$ cat config.mk
export PLATFORM = sky130hd
export DESIGN_NAME = ews_top
export DESIGN_NICKNAME = d
export VERILOG_FILES = /design/src/ews_pkg.sv /design/src/ews_clkdiv.sv /design/src/ews_top.sv
export SDC_FILE = /design/constraint.sdc
export NUM_CORES = 1
export LEC_CHECK = 0
export ABC_AREA = 0
export BUFFER_PORTS_ARGS = -buffer_cell sky130_fd_sc_hd__buf_2
export CAP_MARGIN = 40
export CORE_MARGIN = 1.5
export CORE_UTILIZATION = 46
export CTS_BUF_LIST = sky130_fd_sc_hd__clkbuf_4
export CTS_CLUSTER_DIAMETER = 30
export DETAILED_ROUTE_END_ITERATION = 8
export MAX_ROUTING_LAYER = met4
export PLACE_DENSITY = 0.81
export RECOVER_POWER = 100
export SYNTH_ARGS = -nofsm -noshare
export SYNTH_HDL_FRONTEND = slang
export SYNTH_SLANG_ARGS = --single-unit
$ cat constraint.sdc
create_clock -name i_clk -period 0.95 [get_ports i_clk]
set_input_delay 0.0475 -clock i_clk [delete_from_list [all_inputs] [get_ports i_clk]]
set_output_delay 0.0475 -clock i_clk [all_outputs]
set_load 0.005 [all_outputs]
$ cat src/ews_pkg.sv
/*
 Constants for the external write strobe and address decode block.
 Assumes one 25 MHz clock, an active-low reset and synchronous inputs.
*/
// Operation
// - Single strobe goes low only during external memory writes.
// - Bit 2 of chip_config_0 picks single strobe at 1, low-byte at 0.
// - On 16-bit cycles the low-byte strobe fires for low and word writes.
// - Low-byte strobe on an 8-bit cycle fires for every external write.
// - Strobe pin held high in reset selects bypass clock mode at release.
// - In bypass mode the phase clocks run at half the oscillator rate.
// - CPU, peripheral and clock output timing derive from the oscillator.
// - After reset the first fetch address is 2080 hex.
// - Addresses 8000 to FFFF go to the external bus.
// - Addresses 0300 to 1EFF go to the external bus as reserved space.
// - Addresses 2080 to 7FFF decode as program memory.
// - Addresses 2000 to 207F decode as special-purpose memory.
// - 1F00-1FDF decode as peripheral SFRs, 1FE0-1FFF as memory-mapped SFRs.
// - 0100 to 02FF decode as upper register RAM.
// - 0000 to 00FF decode as the lower register file.
package ews_pkg;
   localparam int          STROBE_SEL_BIT = 2;
   localparam logic [15:0] RESET_FETCH    = 16'h2080;
   localparam logic [15:0] EXT_HI_LO      = 16'h8000;
   localparam logic [15:0] PROG_LO        = 16'h2080;
   localparam logic [15:0] SPECIAL_LO     = 16'h2000;
   localparam logic [15:0] MMSFR_LO       = 16'h1FE0;
   localparam logic [15:0] PSFR_LO        = 16'h1F00;
   localparam logic [15:0] EXPAN_LO       = 16'h0300;
   localparam logic [15:0] UPPER_LO       = 16'h0100;
   localparam logic [7:0]  CFG_RESET      = 8'hFF;

   typedef enum logic [2:0] {
      EWS_LOWER, EWS_UPPER, EWS_EXPAN, EWS_PSFR,
      EWS_MMSFR, EWS_SPECIAL, EWS_PROG, EWS_EXT_HI
   } ews_region_t;

   function automatic ews_region_t ews_decode(input logic [15:0] a);
      if (a >= EXT_HI_LO)       return EWS_EXT_HI;
      else if (a >= PROG_LO)    return EWS_PROG;
      else if (a >= SPECIAL_LO) return EWS_SPECIAL;
      else if (a >= MMSFR_LO)   return EWS_MMSFR;
      else if (a >= PSFR_LO)    return EWS_PSFR;
      else if (a >= EXPAN_LO)   return EWS_EXPAN;
      else if (a >= UPPER_LO)   return EWS_UPPER;
      else                      return EWS_LOWER;
   endfunction

   function automatic logic ews_is_external(input ews_region_t r);
      return (r == EWS_EXT_HI) || (r == EWS_EXPAN);
   endfunction
endpackage

$ cat src/ews_clkdiv.sv
/*
 Phase clock enable generator.
 Assumes the oscillator is the single clock; bypass halves the rate.
*/
`timescale 1ns/10ps
module ews_clkdiv (
   input  wire logic i_clk,
   input  wire logic i_rst_n,
   input  wire logic i_bypass,
   output logic      o_phase_en
);
   logic toggle;

   // Half rate in bypass, full rate otherwise
   always_ff @(posedge i_clk or negedge i_rst_n) begin
      if (!i_rst_n) begin
         toggle <= 1'b0;
      end else begin
         toggle <= ~toggle;
      end
   end

   assign o_phase_en = i_bypass ? toggle : 1'b1;
endmodule

$ cat src/ews_top.sv
/*
 External write strobe and address map decode.
 Assumes core access requests are synchronous to i_clk and that
 the strobe pin is three-stated during reset so the strap can be read.
*/
`timescale 1ns/10ps
module ews_top (
   input  wire logic                 i_clk,
   input  wire logic                 i_rstn,
   input  wire logic [7:0]           i_chip_config_0,
   input  wire logic                 i_acc_valid,
   input  wire logic                 i_acc_write,
   input  wire logic [15:0]          i_acc_addr,
   input  wire logic                 i_bus16,
   input  wire logic [1:0]           i_byte_en,
   input  wire logic                 i_strobe_pin_in,
   output logic                      o_strobe_pin_out,
   output logic                      o_strobe_pin_oe,
   output logic                      o_write_low_byte_strobe_n,
   output logic                      o_pll_bypass,
   output logic                      o_phase_en,
   output logic                      o_clock_output_pin,
   output logic                      o_ext_access,
   output ews_pkg::ews_region_t      o_region,
   output logic [15:0]               o_fetch_addr
);
   import ews_pkg::*;

   logic        rst_s1;
   logic        rst_n;
   logic        strap_done;
   logic        phase_en;
   logic        ext_write;
   logic        low_hit;
   logic        next_strobe_n;
   ews_region_t region;

   ////////////////////////////////////////////////////////////////////
   // Reset release
   always_ff @(posedge i_clk or negedge i_rstn) begin
      if (!i_rstn) begin
         rst_s1 <= 1'b0;
         rst_n  <= 1'b0;
      end else begin
         rst_s1 <= 1'b1;
         rst_n  <= rst_s1;
      end
   end

   ////////////////////////////////////////////////////////////////////
   // Strap capture on the first clock after release
   always_ff @(posedge i_clk or negedge rst_n) begin
      if (!rst_n) begin
         strap_done   <= 1'b0;
         o_pll_bypass <= 1'b0;
      end else if (!strap_done) begin
         strap_done   <= 1'b1;
         o_pll_bypass <= i_strobe_pin_in;
      end
   end

   ews_clkdiv u_div (
      .i_clk      (i_clk),
      .i_rst_n    (rst_n),
      .i_bypass   (o_pll_bypass),
      .o_phase_en (phase_en)
   );

   ////////////////////////////////////////////////////////////////////
   // Clock output and phase enable
   always_ff @(posedge i_clk or negedge rst_n) begin
      if (!rst_n) begin
         o_phase_en         <= 1'b0;
         o_clock_output_pin <= 1'b0;
      end else begin
         o_phase_en <= phase_en;
         if (phase_en) begin
            o_clock_output_pin <= ~o_clock_output_pin;
         end
      end
   end

   ////////////////////////////////////////////////////////////////////
   // Address decode
   always_comb begin
      region    = ews_decode(i_acc_addr);
      ext_write = i_acc_valid && i_acc_write && ews_is_external(region);
      low_hit   = !i_bus16 || i_byte_en[0];
      if (i_chip_config_0[STROBE_SEL_BIT]) begin
         next_strobe_n = !ext_write;
      end else begin
         next_strobe_n = !(ext_write && low_hit);
      end
   end

   always_ff @(posedge i_clk or negedge rst_n) begin
      if (!rst_n) begin
         o_region     <= EWS_LOWER;
         o_ext_access <= 1'b0;
         o_fetch_addr <= RESET_FETCH;
      end else begin
         o_region     <= region;
         o_ext_access <= i_acc_valid && ews_is_external(region);
         if (i_acc_valid) begin
            o_fetch_addr <= i_acc_addr;
         end
      end
   end

   ////////////////////////////////////////////////////////////////////
   // Strobe pin, released during reset so the strap can be sensed
   always_ff @(posedge i_clk or negedge rst_n) begin
      if (!rst_n) begin
         o_write_low_byte_strobe_n <= 1'b1;
         o_strobe_pin_out          <= 1'b1;
         o_strobe_pin_oe           <= 1'b0;
      end else begin
         o_write_low_byte_strobe_n <= next_strobe_n;
         o_strobe_pin_out          <= next_strobe_n;
         o_strobe_pin_oe           <= strap_done;
      end
   end
endmodule

==> results.cfg, run 1 <==
[worst_setup_path]
worstReg2RegStart = strap_done$_DFF_PN0_
max_stage_delay_ps = 370
startpoint_type = primary input
end_kind = flop
crit_path_cell_trace = buf_2 > or3_4 > a31oi_1 > o221ai_2 > or3_1
r2r_setup_slack_ps = 160
rr_worst_depth = 1
timing.rr.end = o_pll_bypass$_DFFE_PN0N_
cp.arrival_ps = 1250
crit_required_ps = 1190
crit_slowest_cell = or3_4
crit_buf_inv = 1
cp_max_fo = 3
path_class = in -> reg
crit_family = simple AND/OR/NAND/NOR gates

[routing]
post-route-drc-count = 0
avgRoutedWirePerCell_um = 13.1
via_count = 878
viasPerCell = 4.75
wl_um = 2420
first_iter_violations = 2
postRouteAntennaNets = 0
drt_first_pass_iters = 4

[synthesis]
synth_flop_cell = dfrtp_1
synth-seq-cells = 29
yosysSeqAreaShare_pct = 64.3
ys_warn_count = 0
ys_top_cells_by_area = dfrtp_1, mux2_2, dfstp_2
synthArstFlopShare_pct = 100
synth_top_area_cell = dfrtp_1
synth_edf_count = 0
ys_types = 23
syn_inst = 78
synth_common_cells = dfrtp_1, mux2_2, nor2_1
postSynthAreaPerCell_um2 = 14.5
yosysMostFrequentCell = dfrtp_1
synth_area_um2 = 1130
netlist.area_leader.share_pct = 57.3

[timing]
period_share_pct = 106
relSlewSlack_pct = 64.7
layout_setup_ws_ps = -61.6
max_freq_mhz = 989
finalMaxSlewViolations = 0
min_period_ps = 1010
clock_skew_ps = 12.7
rsz0062_at_grt = yes
whs_ps = 14.6
setup_violations = 5
final_hold_viol_count = 0
tightest_slew_ps = 530

[final_layout]
layout-drive-gt1-share_pct = 58.6
final_cell_count_no_fill = 185
fin_nets = 188
regArea_um2 = 729
fill_cells = 159
multi_input_area_um2 = 378
antennaDiodeCount = 0
areaGrowthSynthToFinish_pct = 47.9

[power]
leakage_nw = 0.795
p_per_area_nw_per_um2 = 1530
vdd_drop_max_uv = 1500
power_mw = 2.57

[global_route]
track_usage_pct = 20.5
antenna_found_initial = 0
grt_max_degree = 18
grt_pass1_wl_um = 3860
grt.overflow.total = 0
grt_pass1_vias = 882

[hold_path]
hold_path.class = in -> reg
min_from = i_acc_addr[14]
hold_path_end = o_fetch_addr[14]$_DFFE_PN0P_
hold-path-cell-count = 2

[die]
core-area_um2 = 2280
die_y_um = 52.7
die_area_um2 = 2770
die_w_um = 52.7
start_util_pct = 49.9
ioPinCount = 58
std_cell_rows = 17

[outcome]
status = finished, violations left
violations = negative setup slack

[place]
io_buffers = 49
dp_slack_ps = -307
finalWeightedCongestion = 0.863
dpl.hpwl_um = 1760
dpl.cell_count = 165

[run]
cap_violations = 0

[clock_tree]
cts.htree.levels = 2
cts-root-buf = clkbuf_4
clk_latency_ps = 320
cts_sinks = 29
post_cts_buffers = 0
cts_buffer_depth = 2
cts_tree = built
path_clk_slew_ps = 100
numCtsBuffers = 5
-- sequential cells by signal, indices dropped and copies added (netlist names) --
name / flops
o_region: 3
o_clock_output_pin: 1
strap_done: 1
o_fetch_addr: 16
o_pll_bypass: 1
u_div.toggle: 1
o_strobe_pin_oe: 1
rst_s1: 1
rst_n: 1
o_ext_access: 1
o_phase_en: 1
o_write_low_byte_strobe_n: 1
-- stage by stage --
| step | instance area (µm²) | TNS (ps) | util [%] |
|---|---|---|---|
| floorplan | 1140 | -1030 | - |
| global placement | 1510 | -699 | 66.1 |
| detailed placement | 1510 | -882 | 66.1 |
| CTS | 1690 | -250 | 74.1 |
| global route | 1680 | -480 | 73.7 |
| finish | 1680 | -250 | 73.7 |
-- power by group --
part           total (mW)  switching [mW]  internal [mW]
sequential           1.41          0.0567           1.35
clock               0.712           0.433          0.279
combinational       0.450           0.178          0.272
total                2.57           0.668           1.90
-- logic make-up after synthesis --
family / share of synthesized area (%)
xor gates and xnor gates: 1.54
DFF: 64.3
other: 0.330
muxes: 16.9
and+or+nand+nor: 10.1
AOI/OAI and AO/OA: 4.74
buffers and inverters: 2.09
-- layout by cell type (no fill, tap or decap), drive strengths merged --
cell type	count
buf	58
clkinv	2
nand3	3
clkbuf	8
nor4b	1
xor2	2
or3	3
a32oi	2
nand2	3
mux2	17
a31oi	1
and4	1
nor2	5
conb	2
nor3b	1
o221ai	1
and3	2
inv	2
dfstp	3
clkinvlp	1
dfrtp	26
dlygate4sd3	12
nor3	1
-- metal layers --
layer / up-vias / routed length (µm) / GRT usage [%]
met5: - / 0 / -
met4: 0 / 40 / 9.40
met3: 6 / 116 / 6.86
met2: 29 / 1270 / 33.1
met1: 414 / 990 / 22.8
li1: 429 / - / -
-- layout make-up --
cell class	instances	share of cell area [%]
well taps	28	2.09
clock buffers	5	2.24
repair buffers	73	28.2
clock inverters	3	1.04
flip-flops and latches	29	43.5
inverters	2	0.447
multi-input cells	45	22.5
-- worst max path at each step --
stage / start / end / cells after the start
floorplan: i_acc_addr[15] / o_write_low_byte_strobe_n$_DFF_PN1_ / 4
global placement: i_acc_addr[15] / o_write_low_byte_strobe_n$_DFF_PN1_ / 5
detailed placement: i_acc_addr[15] / o_write_low_byte_strobe_n$_DFF_PN1_ / 5
CTS: o_fetch_addr[13]$_DFFE_PN1P_ / o_fetch_addr[13] / 1
global route: o_fetch_addr[13]$_DFFE_PN1P_ / o_fetch_addr[13] / 1
finish: i_acc_addr[14] / o_write_low_byte_strobe_n$_DFF_PN1_ / 5
-- timing repair --
action | CTS | global route
setup endpoints to repair | 4 | 6
hold buffers | 12 | 0
resized for setup | 1 | 2
hold endpoints to repair | 13 | 0
Note: power is estimated with default switching activity, not from simulation.
==> inputs of run 2 (changes only) <==
--- a/config.mk
+++ b/config.mk
@@ -8,13 +8,15 @@
 export ABC_AREA = 0
 export BUFFER_PORTS_ARGS = -buffer_cell sky130_fd_sc_hd__buf_2
 export CAP_MARGIN = 40
+export CELL_PAD_IN_SITES_DETAIL_PLACEMENT = 1
+export CELL_PAD_IN_SITES_GLOBAL_PLACEMENT = 2
 export CORE_MARGIN = 1.5
-export CORE_UTILIZATION = 46
+export CORE_UTILIZATION = 29
 export CTS_BUF_LIST = sky130_fd_sc_hd__clkbuf_4
 export CTS_CLUSTER_DIAMETER = 30
 export DETAILED_ROUTE_END_ITERATION = 8
 export MAX_ROUTING_LAYER = met4
-export PLACE_DENSITY = 0.81
+export PLACE_DENSITY_LB_ADDON = 0.1
 export RECOVER_POWER = 100
 export SYNTH_ARGS = -nofsm -noshare
 export SYNTH_HDL_FRONTEND = slang
==> run 2 against run 1 <==
Compared with the run above: critical path depth shrank 4; sequential power barely moved; core utilization down 27 points; clock skew down 9.3 ps; largest cell class unchanged; the flow still finishes with violations (negative setup slack); fmax up 1.7%; highest routed layer unchanged; setup slack gained 17 ps; via count is 4.1% higher; sequential cell count is the same; worst hold slack gained 9.1 ps; die area grew 55%; combinational power increased by 1%; cell count up 12%.
==> results.cfg, run 2 (synthesized netlist as in run 1, its figures left out) <==
[worst_setup_path]
crit_slowest_cell = dfstp_2
crit_family = flip-flops
end_kind = primary output
startpoint_type = flop
cp.arrival_ps = 950
crit_path_cell_trace = buf_2
crit_buf_inv = 1
path_class = reg -> out
crit_required_ps = 900
cp_max_fo = 2
max_stage_delay_ps = 540

[outcome]
violations = negative setup slack
status = finished, violations left

[final_layout]
fill_cells = 426
largest_reg_flops = 16
final_cell_count_no_fill = 207
areaGrowthSynthToFinish_pct = 51.9
mostFrequentLayoutCells = buf_2, dfrtp_1, mux2_2, dlygate4sd3_1, buf_4
design_area_um2 = 1720
antennaDiodeCount = 0
mostFrequentLayoutCell = buf_2
fin_nets = 190
top_register = o_fetch_addr
layout-drive-gt1-share_pct = 56.6
top_regs = o_fetch_addr (16), o_region (3)
fin_util_pct = 46.4

[clock_tree]
cts-root-buf = clkbuf_4
cts_tree = built
numCtsBuffers = 5
cts_buffer_depth = 2
cts.htree.levels = 2
cts_sinks = 29
clk_latency_ps = 310
path_clk_slew_ps = 90

[timing]
whs_ps = 23.8
tightest_slew_ps = 594
finalMaxSlewViolations = 0
min_period_ps = 994
setup_violations = 5
relSlewSlack_pct = 60.4
clock_skew_ps = 3.35
final_hold_viol_count = 0
period_share_pct = 105
rsz0062_at_grt = yes
layout_setup_ws_ps = -44.3
max_freq_mhz = 1010

[place]
io_buffers = 49
dpl.cell_count = 186
placed_cell_area_um2 = 1540
finalWeightedCongestion = 0.741
dpl.hpwl_um = 1980

[routing]
wl_um = 2610
drt_first_pass_iters = 4
first_iter_violations = 11
avgRoutedWirePerCell_um = 12.6
post-route-drc-count = 0
via_count = 914
postRouteAntennaNets = 0
viasPerCell = 4.42

[power]
p_per_area_nw_per_um2 = 1470
vdd_drop_max_uv = 732
power_mw = 2.53
leakage_nw = 0.797

[global_route]
grt.overflow.total = 0
track_usage_pct = 14.2
antenna_found_initial = 0
grt_pass1_wl_um = 4440
grt_max_degree = 17
grt_pass1_vias = 960

[die]
ioPinCount = 58
die_w_um = 65.6
start_util_pct = 30.5
std_cell_rows = 22
die_y_um = 65.6
core-area_um2 = 3720
die_area_um2 = 4300

[run]
cap_violations = 0

[hold_path]
hold_path.class = in -> reg
==> run 2: area by class of cell <==
| class | count | area (µm²) | area share [%] |
|---|---|---|---|
| sequential | 29 | 729 | 42.3 |
| timing repair buffer | 75 | 484 | 28.1 |
| multi-input combinational | 45 | 393 | 22.8 |
| tap | 48 | 60.1 | 3.48 |
| clock buffer | 5 | 37.5 | 2.18 |
| clock inverter | 3 | 12.5 | 0.726 |
| inverter | 2 | 7.51 | 0.435 |
==> run 2: metrics by stage <==
| stage | setup slack [ps] | setup TNS [ps] |
|---|---|---|
| 6_report | -44.3 | -190 |
| 5_1_grt | -104 | -435 |
| 4_1_cts | -68.7 | -257 |
| 3_5_place_dp | -322 | -1070 |
| 3_3_place_gp | -286 | -819 |
| 2_1_floorplan | -170 | -1030 |
==> run 2: repair_timing <==
action,CTS,global route
setup endpoints to repair,4,7
hold buffers,11,0
buffers inserted,0,2
resized for setup,1,4
endpoints found under the hold margin,12,0
pin swaps,0,3
==> run 2: report_power, final <==
group / total [mW] / switching (mW) / internal, mW
Combinational: 0.456 / 0.184 / 0.272
Clock: 0.661 / 0.394 / 0.267
Sequential: 1.41 / 0.0554 / 1.35
Total: 2.53 / 0.633 / 1.89
==> run 2: path summary, 6_finish.rpt <==
kind	slack, ps	from	to	cells after the start
worst max-delay path	-40	o_fetch_addr[13]$_DFFE_PN1P_	o_fetch_addr[13]	1
worst min-delay path	20	i_acc_write	o_write_low_byte_strobe_n$_DFF_PN1_	3
worst max register to register	150	strap_done$_DFF_PN0_	o_pll_bypass$_DFFE_PN0N_	1
worst min register to register	280	rst_n$_DFF_PN0_	o_fetch_addr[14]$_DFFE_PN0P_	1
max in group asynchronous	230	rst_n$_DFF_PN0_	o_phase_en$_DFF_PN0_	1
min in group asynchronous	40	i_rstn	rst_s1$_DFF_PN0_	2
==> run 2: routing by layer <==
layer | up-vias | part of all wire, % | routed length (µm) | GRT usage (%)
met5 | - | 0 | 0 | -
met4 | 0 | 0.50 | 13 | 4.69
met3 | 2 | 4.1 | 106 | 4.11
met2 | 26 | 55 | 1440 | 24.0
met1 | 453 | 40 | 1050 | 16.2
li1 | 433 | - | - | -
